<file path="src/logic/fra_pkg.sv">
// Package of offsets, field positions and reset values for the fault aggregator
package fra_pkg;

	////////////////////////////////////////////////////////////////////////
	// Bus geometry and responses
	localparam int unsigned ADDR_W    = 8;     // Byte address width
	localparam int unsigned NUM_CH    = 2;     // Switch channels served
	localparam logic [1:0]  RESP_OKAY = 2'h0;  // Normal answer
	localparam logic [1:0]  RESP_SLV  = 2'h2;  // Answer to an unmapped address

	////////////////////////////////////////////////////////////////////////
	// Register byte offsets
	localparam logic [7:0] OFF_GLOBAL   = 8'h00; // Global summary status
	localparam logic [7:0] OFF_CH1      = 8'h04; // Channel 1 event status
	localparam logic [7:0] OFF_CH2      = 8'h08; // Channel 2 event status
	localparam logic [7:0] OFF_MASK     = 8'h0c; // Pin indication mask
	localparam logic [7:0] OFF_CFG      = 8'h10; // Device configuration
	localparam logic [7:0] OFF_IRQ_ST   = 8'h14; // Sticky interrupt status
	localparam logic [7:0] OFF_IRQ_MASK = 8'h18; // Interrupt enable mask
	localparam logic [7:0] OFF_PIN      = 8'h1c; // Alert pin level, read only

	////////////////////////////////////////////////////////////////////////
	// Global summary status fields
	localparam int unsigned G_BATT   = 0;  // Battery undervoltage warning
	localparam int unsigned G_LOGIC  = 1;  // Logic supply lockout
	localparam int unsigned G_WD     = 2;  // Watchdog timeout flag
	localparam int unsigned G_SER    = 3;  // Serial frame or check error
	localparam int unsigned G_SAFE   = 4;  // Safe state status
	localparam int unsigned G_DEVW   = 5;  // Width of the device detail field
	localparam int unsigned G_DEVERR = 8;  // Device error or warning flag
	localparam int unsigned G_TRIP   = 10; // Channel protection trip
	localparam int unsigned G_CHFLAG = 12; // Channel summary flags, one per ch

	////////////////////////////////////////////////////////////////////////
	// Per channel event status fields
	localparam int unsigned C_WARN  = 0; // Heat warning
	localparam int unsigned C_SD    = 1; // Heat shutdown
	localparam int unsigned C_SHORT = 2; // Short circuit shutdown
	localparam int unsigned CH_W    = 3; // Field width

	////////////////////////////////////////////////////////////////////////
	// Mask, configuration and interrupt fields with reset values
	localparam int unsigned M_WD       = 0;    // Mask watchdog on the pin
	localparam int unsigned M_SER      = 1;    // Mask serial error on the pin
	localparam int unsigned MASK_W     = 2;
	localparam logic [1:0]  MASK_RST   = 2'h0;
	localparam int unsigned F_LATCHDIS = 0;    // Status latch disable
	localparam int unsigned F_WDON     = 1;    // Watchdog on
	localparam int unsigned F_CRCON    = 2;    // Frame check on
	localparam int unsigned CFG_W      = 3;
	localparam logic [2:0]  CFG_RST    = 3'h0;
	localparam int unsigned I_CH       = 0;    // Channel flag rose, one per ch
	localparam int unsigned I_DEV      = 2;    // Device flag rose
	localparam int unsigned I_PIN      = 3;    // Alert pin asserted
	localparam int unsigned IRQ_W      = 4;
	localparam logic [3:0]  IRQ_RST    = 4'h0;

endpackage : fra_pkg

</file>
<file path="src/logic/fra_fault_aggregator.sv">
// Fault aggregator: status, masking, alert pin, header byte, AXI4-Lite
//
// Added by the designer: the register addresses and the AXI4-Lite interface to the registers.
`timescale 1ns/10ps

module fra_fault_aggregator (
	input  wire logic                       ref_clk,
	input  wire logic                       rst_n,
	// AXI4-Lite slave
	input  wire logic [fra_pkg::ADDR_W-1:0] awaddr,
	input  wire logic                       awvalid,
	output      logic                       awready,
	input  wire logic [31:0]                wdata,
	input  wire logic [3:0]                 wstrb,
	input  wire logic                       wvalid,
	output      logic                       wready,
	output      logic [1:0]                 bresp,
	output      logic                       bvalid,
	input  wire logic                       bready,
	input  wire logic [fra_pkg::ADDR_W-1:0] araddr,
	input  wire logic                       arvalid,
	output      logic                       arready,
	output      logic [31:0]                rdata,
	output      logic [1:0]                 rresp,
	output      logic                       rvalid,
	input  wire logic                       rready,
	// Monitor pins, asynchronous
	input  wire logic [1:0]                 heatWarnPin,
	input  wire logic [1:0]                 heatShutdownPin,
	input  wire logic [1:0]                 shortTripPin,
	input  wire logic                       batteryUvPin,
	input  wire logic                       logicLockoutPin,
	input  wire logic                       safeStateRequestPin,
	// Same clock inputs from neighbouring logic
	input  wire logic                       lowPowerState,
	input  wire logic                       watchdogTimeout,
	input  wire logic                       frameLengthError,
	input  wire logic                       frameCheckFail,
	// Alert pin, open drain
	input  wire logic                       faultAlertPinI,
	output      logic                       faultAlertPinO,
	output      logic                       faultAlertPinOe,
	// Header byte for the serial frame and interrupt
	output      logic [7:0]                 headerByte,
	output      logic                       irq
);

	////////////////////////////////////////////////////////////////////////
	// State of the whole block
	typedef struct packed {
		logic                     awHeld;  // Write address captured
		logic [7:0]               awAddr;
		logic                     wHeld;   // Write data captured
		logic [31:0]              wData;
		logic [3:0]               wStrb;
		logic                     awReady;
		logic                     wReady;
		logic                     bValid;
		logic [1:0]               bResp;
		logic                     arReady;
		logic                     rValid;
		logic [31:0]              rData;
		logic [1:0]               rResp;
		logic [15:0]              glob;    // Global summary status
		logic [1:0][2:0]          ch;      // Per channel event status
		logic [1:0]               mask;    // Pin mask
		logic [2:0]               cfg;     // Configuration
		logic [3:0]               irqSt;   // Sticky interrupt status
		logic [3:0]               irqMask; // Interrupt enables
		logic [1:0]               pend;    // Short seen in low power
		logic                     pinOe;   // Pulling the alert pin low
		logic                     pinO;    // Driven level, always low
		logic [7:0]               hdr;     // Header byte
		logic                     irq;
	} fra_state_type;

	fra_state_type q;        // Registered state
	fra_state_type d;        // Next state
	logic [9:0]    syncOut;  // Filtered pin levels
	logic          rdGlob;   // Global status read taken this cycle
	logic [1:0]    rdCh;     // Channel status read taken this cycle

	////////////////////////////////////////////////////////////////////////
	// Pin synchronisers, one bank for every asynchronous input
	fra_sync #(
		.WIDTH (10)
	) u_sync (
		.ref_clk (ref_clk),
		.rst_n   (rst_n),
		.asyncIn ({faultAlertPinI, safeStateRequestPin, logicLockoutPin,
		           batteryUvPin, shortTripPin, heatShutdownPin,
		           heatWarnPin}),
		.syncOut (syncOut)
	);

	wire logic [1:0] warnS   = syncOut[1:0]; // Heat warning per channel
	wire logic [1:0] sdS     = syncOut[3:2]; // Heat shutdown per channel
	wire logic [1:0] shortS  = syncOut[5:4]; // Short trip per channel
	wire logic       battS   = syncOut[6];
	wire logic       logicS  = syncOut[7];
	wire logic       safeS   = syncOut[8];
	wire logic       pinLvlS = syncOut[9];

	////////////////////////////////////////////////////////////////////////
	// Next state: bus slave, status update, pin and interrupt
	always_comb begin
		logic [2:0] chLive;
		logic [4:0] devLive;
		logic       latchDis;
		logic       anyChRead;
		logic       tripLive;
		logic       pinCause;
		logic       rdIrq;
		logic [7:0] rAddr;
		logic [7:0] wAddr;
		chLive    = '0;
		devLive   = '0;
		latchDis  = q.cfg[fra_pkg::F_LATCHDIS];
		anyChRead = 1'b0;
		tripLive  = 1'b0;
		pinCause  = 1'b0;
		rdIrq     = 1'b0;
		rAddr     = {araddr[7:2], 2'b00};
		wAddr     = {q.awAddr[7:2], 2'b00};
		rdGlob    = 1'b0;
		rdCh      = '0;
		d         = q;

		// Write channels are taken independently and held
		if (awvalid && q.awReady) begin
			d.awHeld = 1'b1;
			d.awAddr = awaddr;
		end
		if (wvalid && q.wReady) begin
			d.wHeld = 1'b1;
			d.wData = wdata;
			d.wStrb = wstrb;
		end
		// Response retires first so a new write may start
		if (q.bValid && bready) begin
			d.bValid = 1'b0;
		end
		// Both halves held: perform the write and answer
		if (q.awHeld && q.wHeld && !q.bValid) begin
			d.awHeld = 1'b0;
			d.wHeld  = 1'b0;
			d.bValid = 1'b1;
			d.bResp  = fra_pkg::RESP_OKAY;
			if (wAddr == fra_pkg::OFF_MASK) begin
				if (q.wStrb[0]) d.mask = q.wData[1:0];
			end else if (wAddr == fra_pkg::OFF_CFG) begin
				if (q.wStrb[0]) d.cfg = q.wData[2:0];
			end else if (wAddr == fra_pkg::OFF_IRQ_MASK) begin
				if (q.wStrb[0]) d.irqMask = q.wData[3:0];
			end else if (wAddr > fra_pkg::OFF_PIN) begin
				// Status registers ignore writes, the rest is unmapped
				d.bResp = fra_pkg::RESP_SLV;
			end
		end
		d.awReady = !d.awHeld && !d.bValid;
		d.wReady  = !d.wHeld && !d.bValid;

		// Read: one outstanding, data captured at the take
		if (q.rValid && rready) begin
			d.rValid  = 1'b0;
			d.arReady = 1'b1;
		end
		if (arvalid && q.arReady) begin
			d.rValid  = 1'b1;
			d.arReady = 1'b0;
			d.rData   = '0;
			d.rResp   = fra_pkg::RESP_OKAY;
			if (rAddr == fra_pkg::OFF_GLOBAL) begin
				d.rData[15:0] = q.glob;
				rdGlob        = 1'b1;
			end else if (rAddr == fra_pkg::OFF_CH1) begin
				d.rData[2:0] = q.ch[0];
				rdCh[0]      = 1'b1;
			end else if (rAddr == fra_pkg::OFF_CH2) begin
				d.rData[2:0] = q.ch[1];
				rdCh[1]      = 1'b1;
			end else if (rAddr == fra_pkg::OFF_MASK) begin
				d.rData[1:0] = q.mask;
			end else if (rAddr == fra_pkg::OFF_CFG) begin
				d.rData[2:0] = q.cfg;
			end else if (rAddr == fra_pkg::OFF_IRQ_ST) begin
				d.rData[3:0] = q.irqSt;
				rdIrq        = 1'b1;
			end else if (rAddr == fra_pkg::OFF_IRQ_MASK) begin
				d.rData[3:0] = q.irqMask;
			end else if (rAddr == fra_pkg::OFF_PIN) begin
				d.rData[0] = pinLvlS;
			end else begin
				d.rResp = fra_pkg::RESP_SLV;
			end
		end
		// Ready again as soon as no read answer stands, so the read
		// channel opens at the first edge after reset
		d.arReady = !d.rValid;
		anyChRead = |rdCh;

		// Channel events; a live event always beats a read clear
		for (int c = 0; c < 2; c++) begin
			// Shorts wait out low power, then commit on leaving it
			d.pend[c] = lowPowerState ? (q.pend[c] | shortS[c]) : 1'b0;
			chLive[fra_pkg::C_WARN]  = warnS[c];
			chLive[fra_pkg::C_SD]    = sdS[c];
			chLive[fra_pkg::C_SHORT] = !lowPowerState &&
			                           (shortS[c] || q.pend[c]);
			d.ch[c] = chLive | (q.ch[c] & ~{3{rdCh[c]}});
			// Summary flag follows live or latches until read
			if (latchDis) begin
				d.glob[fra_pkg::G_CHFLAG+c] = |chLive;
			end else begin
				d.glob[fra_pkg::G_CHFLAG+c] = (|chLive) ||
					(q.glob[fra_pkg::G_CHFLAG+c] && !rdCh[c]);
			end
			tripLive = tripLive || chLive[fra_pkg::C_SD] ||
			           chLive[fra_pkg::C_SHORT];
			pinCause = pinCause || q.ch[c][fra_pkg::C_SD] ||
			           q.ch[c][fra_pkg::C_SHORT];
		end
		// Trip is cleared by reading either channel register
		if (latchDis) begin
			d.glob[fra_pkg::G_TRIP] = tripLive;
		end else begin
			d.glob[fra_pkg::G_TRIP] = tripLive ||
				(q.glob[fra_pkg::G_TRIP] && !anyChRead);
		end

		// Device level events
		devLive[fra_pkg::G_BATT]  = battS;
		devLive[fra_pkg::G_LOGIC] = logicS;
		devLive[fra_pkg::G_WD]    = watchdogTimeout &&
		                            q.cfg[fra_pkg::F_WDON];
		devLive[fra_pkg::G_SER]   = frameLengthError ||
			(frameCheckFail && q.cfg[fra_pkg::F_CRCON]);
		devLive[fra_pkg::G_SAFE]  = safeS;
		d.glob[4:0] = devLive | (q.glob[4:0] & ~{5{rdGlob}});
		if (latchDis) begin
			d.glob[fra_pkg::G_DEVERR] = |devLive;
		end else begin
			d.glob[fra_pkg::G_DEVERR] = (|devLive) ||
				(q.glob[fra_pkg::G_DEVERR] && !rdGlob);
		end

		// Pin: only shutdowns, unmasked watchdog and unmasked serial faults pull it low
		pinCause = pinCause ||
			(q.glob[fra_pkg::G_WD] && !q.mask[fra_pkg::M_WD]) ||
			(q.glob[fra_pkg::G_SER] && !q.mask[fra_pkg::M_SER]);
		d.pinOe = pinCause && !lowPowerState;
		d.pinO  = 1'b0;
		d.hdr   = d.glob[15:8];

		// Interrupt on rising flags; set wins over the read clear
		d.irqSt = q.irqSt & ~{4{rdIrq}};
		for (int c = 0; c < 2; c++) begin
			if (d.glob[fra_pkg::G_CHFLAG+c] && !q.glob[fra_pkg::G_CHFLAG+c])
				d.irqSt[fra_pkg::I_CH+c] = 1'b1;
		end
		if (d.glob[fra_pkg::G_DEVERR] && !q.glob[fra_pkg::G_DEVERR])
			d.irqSt[fra_pkg::I_DEV] = 1'b1;
		if (d.pinOe && !q.pinOe)
			d.irqSt[fra_pkg::I_PIN] = 1'b1;
		d.irq = |(d.irqSt & d.irqMask);
	end

	////////////////////////////////////////////////////////////////////////
	// Register the state; readies rise at the first edge after reset
	always_ff @(posedge ref_clk or negedge rst_n) begin
		if (!rst_n) begin
			q         <= '0;
			q.mask    <= fra_pkg::MASK_RST;
			q.cfg     <= fra_pkg::CFG_RST;
			q.irqMask <= fra_pkg::IRQ_RST;
		end else begin
			q <= d;
		end
	end

	// Outputs straight from the state
	assign awready         = q.awReady;
	assign wready          = q.wReady;
	assign bvalid          = q.bValid;
	assign bresp           = q.bResp;
	assign arready         = q.arReady;
	assign rvalid          = q.rValid;
	assign rdata           = q.rData;
	assign rresp           = q.rResp;
	assign faultAlertPinO  = q.pinO;
	assign faultAlertPinOe = q.pinOe;
	assign headerByte      = q.hdr;
	assign irq             = q.irq;
endmodule : fra_fault_aggregator

</file>
<file path="src/logic/fra_sync.sv">
// Three stage input synchroniser with agreement filter
`timescale 1ns/10ps

module fra_sync #(
	parameter int unsigned WIDTH = 1  // Number of independent inputs
) (
	input  wire logic             ref_clk,
	input  wire logic             rst_n,
	input  wire logic [WIDTH-1:0] asyncIn,
	output      logic [WIDTH-1:0] syncOut
);

	initial begin
		if (WIDTH < 1) begin
			$error("fra_sync needs at least one input");
		end
	end

	////////////////////////////////////////////////////////////////////////
	// State: three stages and the accepted value
	typedef struct packed {
		logic [WIDTH-1:0] s1;  // Metastable stage, read by s2 only
		logic [WIDTH-1:0] s2;
		logic [WIDTH-1:0] s3;
		logic [WIDTH-1:0] val; // Accepted level
	} fra_sync_type;

	fra_sync_type q;  // Registered state
	fra_sync_type d;  // Next state

	// Shift, accept a change only when stages two and three agree
	always_comb begin
		d    = q;
		d.s1 = asyncIn;
		d.s2 = q.s1;
		d.s3 = q.s2;
		for (int i = 0; i < WIDTH; i++) begin
			if (q.s2[i] == q.s3[i]) begin
				d.val[i] = q.s3[i];
			end
		end
	end

	// Register the whole state
	always_ff @(posedge ref_clk or negedge rst_n) begin
		if (!rst_n) begin
			q <= '0;
		end else begin
			q <= d;
		end
	end

	assign syncOut = q.val;

endmodule : fra_sync

</file>
<file path="config.mk">
export PLATFORM = sky130hd
export DESIGN_NAME = fra_fault_aggregator
export DESIGN_NICKNAME = d
export VERILOG_FILES = /design/src/logic/fra_pkg.sv /design/src/logic/fra_fault_aggregator.sv /design/src/logic/fra_sync.sv
export SDC_FILE = /design/constraint.sdc
export NUM_CORES = 1
export LEC_CHECK = 0
export BUFFER_PORTS_ARGS = -buffer_cell sky130_fd_sc_hd__buf_2
export CAP_MARGIN = 20
export CORE_ASPECT_RATIO = 1.1
export CORE_UTILIZATION = 35
export CTS_CLUSTER_SIZE = 40
export DETAILED_ROUTE_END_ITERATION = 6
export GPL_TIMING_DRIVEN = 0
export PLACE_DENSITY = 0.72
export SYNTH_ARGS = -nofsm -noshare
export SYNTH_HDL_FRONTEND = slang
export SYNTH_SLANG_ARGS = --single-unit
</file>
<file path="constraint.sdc">
create_clock -name ref_clk -period 1.6 [get_ports ref_clk]
set_input_delay 0.48 -clock ref_clk [delete_from_list [all_inputs] [get_ports ref_clk]]
set_output_delay 0.48 -clock ref_clk [all_outputs]
set_load 0.02 [all_outputs]
</file>
==> flow_summary_export.csv <==
group,metric,value,unit
global_routing,grt_pass1_vias,2682,
routing,wl_per_cell,13.38,um
yosys,syn_inst,331,
sta,finalCritPeriodShare,1.061,
yosys,synth-edff-count,0,
clock_network,cts_tree,"built",
setup_path,cp_num_buf_inv,0,
global_routing,grt_pass1_wl,13370,um
cells_and_area,stdcell_area,5159,um^2
sta,layout_setup_ws,-0.09752,ns
clock_network,clockBufferDepth,2,
setup_path,worstSetupStartpointType,"register",
cells_and_area,ff_latch_area,2529,um^2
global_routing,grt_overflow,0,
routing,antenna_left,0,
routing,vias_per_cell,4.532,
global_routing,busiest_layer,"met2",
floorplan,die_area,12300,um^2
global_routing,antenna_found_initial,1,
yosys,synth.distinct_cells,50,
setup_path,crit_chain,"or4b_4, o31a_1, o22ai_1, o2111ai_1",
yosys,ys_seq_area_frac,0.6088,
cells_and_area,finish.utilization,0.4489,
clock_network,cts.clk_slew.worst_paths,0.07,ns
clock_network,cts.htree.levels,3,
yosys,synth.yosys.warnings,0,
power,design_power_total,6.946,mW
setup_path,crit_slowest_cell,"or4b_4",
clock_network,clk_latency,0.34,ns
floorplan,core_area,11490,um^2
yosys,synth.avg_cell_area,12.54,um^2
routing,drc_errors,0,
floorplan,start_util,0.3613,
global_routing,grt_max_degree,62,
routing,dr.pass1.iters,4,
routing,vias,2660,
place,pre_cts_slack,-0.3546,ns
setup_path,critPathKind,"reg2reg",
setup_path,critical_path_required,1.80,ns
setup_path,arrival,1.89,ns
yosys,synthFlopType,"dfrtp_1",
setup_path,slowest_delay,0.58,ns
place,dp_hpwl,5724,um
routing,drt-total-wl,7854,um
setup_path,path_max_fanout,4,
power,p_leak,2.474,nW
global_routing,grt_util_met2,0.2261,
floorplan,io_pins,125,
sta,setup_viol,5,
clock_network,clock_sinks,101,
power,power_density,1346,nW/um^2
cells_and_area,diodes,0,
place,io_buffer_count,58,
clock_network,cts_root_buf,"clkbuf_16",
outcome,status,"finished, violations left",
floorplan,fp.dieW,105.8,um
place,dpl-instance-area,4797,um^2
sta,rsz0062_at_grt,"true",
floorplan,die_h,116.2,um
floorplan,num_rows,41,
global_routing,use_met3,0.03237,
outcome,violations,"negative setup slack",
setup_path,end_kind,"register",
sta,fmaxAchievable,589.1,MHz
cells_and_area,final_net_count,505,
yosys,syn_area,4151,um^2
global_routing,globalRouteMet1Util,0.1829,
cells_and_area,filler_cell_count,1092,
global_routing,grt_util_all_layers,0.1406,
flow_run,maxCapViolCount,0,
sta,final_max_slew_viol_count,0,
clock_network,cts_buffers,9,
sta,fin_crit,1.698,ns
min_path,holdCritPathClass,"in2async",
sta,clock_skew,0.009873,ns
yosys,synth_seq_cells,101,
cells_and_area,area_delta_synth_final,24.26,%
cells_and_area,multi_input_area,1396,um^2
power,peakVddDrop,0.6194,mV
routing,drt-initial-drc-count,151,
yosys,async_flop_share,1.000,
sta,holdWs,0.1192,ns
setup_path,cp_top_family,"simple AND/OR/NAND/NOR gates",
cells_and_area,drive_above_1_share,0.3638,
sta,max_slew.worst_pin.slew,0.5549,ns
sta,hold_viol_final,0,
sta,max-slew-margin-rel,0.6301,
place,gp_congestion,0.8720,
sequential cells by signal, summed over array words and instances (netlist names):
name / cells
faultAlertPinOe: 1
awready: 1
irq: 1
rresp: 1
bresp: 1
bvalid: 1
rdata: 9
u_sync.d: 20
q: 43
u_sync.syncOut: 10
wready: 1
arready: 1
u_sync.q: 10
rvalid: 1
cells by family (layout without fill, tap and decap cells):
kind of cell,Yosys count,after routing,share of synthesized area
other cells,1,30,0.0009033
mux,22,22,0.06088
buf+inv,61,138,0.09644
flops,101,101,0.6088
simple gates,82,82,0.1169
fa+ha+maj,10,10,0.02411
compound gates,54,54,0.09192
power breakdown:
part	total [mW]	switching [mW]	internal (mW)
Sequential	3.38	0.402	2.98
Clock	2.08	0.989	1.09
Combinational	1.48	0.724	0.761
Total	6.95	2.12	4.83
worst register-to-register path: cells and delay by family, from the launching register on:
kind	cells	cell delay [ns]
DFF	1	0.43
AOI/OAI and AO/OA	3	0.55
and+or+nand+nor	1	0.58
through the flow:
stage | TNS [ns] | cells
finish | -0.2737 | 587
global route | -0.5955 | 587
CTS | -0.3081 | 588
detailed placement | -5.644 | 569
global placement | -98.27 | 568
floorplan | 0 | 360
placed cells by master (no fill, tap or decap), drive strengths merged, types with 5 or more instances in the layout:
cell type and count:
maj3 10, mux2i 5, nand3b 5, dfrtp 101, clkbuf 13, buf 110
or2 5, nor2 12, nand2b 5, nand2 23, a21o 9, a21oi 9
conb 30, mux2 16, o21ai 5, a31oi 6, nor2b 6, a22o 5
inv 12
routing by layer:
metal / up-vias / wire [um]
li1: 1290 / -
met1: 1275 / 3594
met2: 79 / 3651
met3: 14 / 460
met4: 2 / 138
met5: - / 10
cells in the mapped netlist, drive strengths merged (2+ instances only):
master | n | area [um^2]
and3b | 3 | 26.28
o21ai | 5 | 25.02
a31oi | 6 | 37.54
a21o | 9 | 67.56
o2bb2ai | 2 | 17.52
maj3 | 10 | 100.1
nor3b | 2 | 20.02
nand2 | 23 | 86.33
and2 | 2 | 12.51
clkbuf | 6 | 22.52
a22o | 5 | 43.79
a2bb2oi | 3 | 26.28
inv | 8 | 30.03
nand4b | 2 | 17.52
dfrtp | 101 | 2527
nand3 | 3 | 15.01
o31ai | 2 | 15.01
nor3 | 4 | 31.28
a21oi | 9 | 45.04
mux2i | 5 | 50.05
mux2 | 16 | 180.2
nand3b | 5 | 37.54
nor2b | 6 | 37.54
o2111ai | 2 | 17.52
nor2 | 12 | 45.04
nand2b | 5 | 31.28
buf | 47 | 347.8
or2 | 5 | 31.28
nand4 | 3 | 18.77
o211ai | 3 | 22.52
o21bai | 2 | 15.01
worst paths after layout:
kind | startpoint | to | slack [ns] | cells past startpoint
min in group ref_clk | safeStateRequestPin | u_sync.d[28] | 0.24 | 1
min | rst_n | u_sync.d[24] | 0.12 | 1
min reg2reg | u_sync.d[22] | u_sync.d[12] | 0.35 | 0
max in group asynchronous | rst_n | rresp[1] | 0.81 | 2
max reg2reg | q[132] | irq | -0.1 | 4
max | q[132] | irq | -0.1 | 4
area by class of cell:
type	instances	area share
sequential	101	0.4902
multi-input combinational	198	0.2707
buffer	51	0.07228
timing repair buffer	63	0.06864
clock buffer	9	0.04366
tap	150	0.03638
clock inverter	7	0.01237
inverter	8	0.005821
repair_timing:
item,in CTS,in global routing
hold buffers,0,0
pin swaps,6,1
buffers inserted,4,0
endpoints found under the setup margin,8,15
resized for setup,7,3
Power figures use the tool's default switching activity.
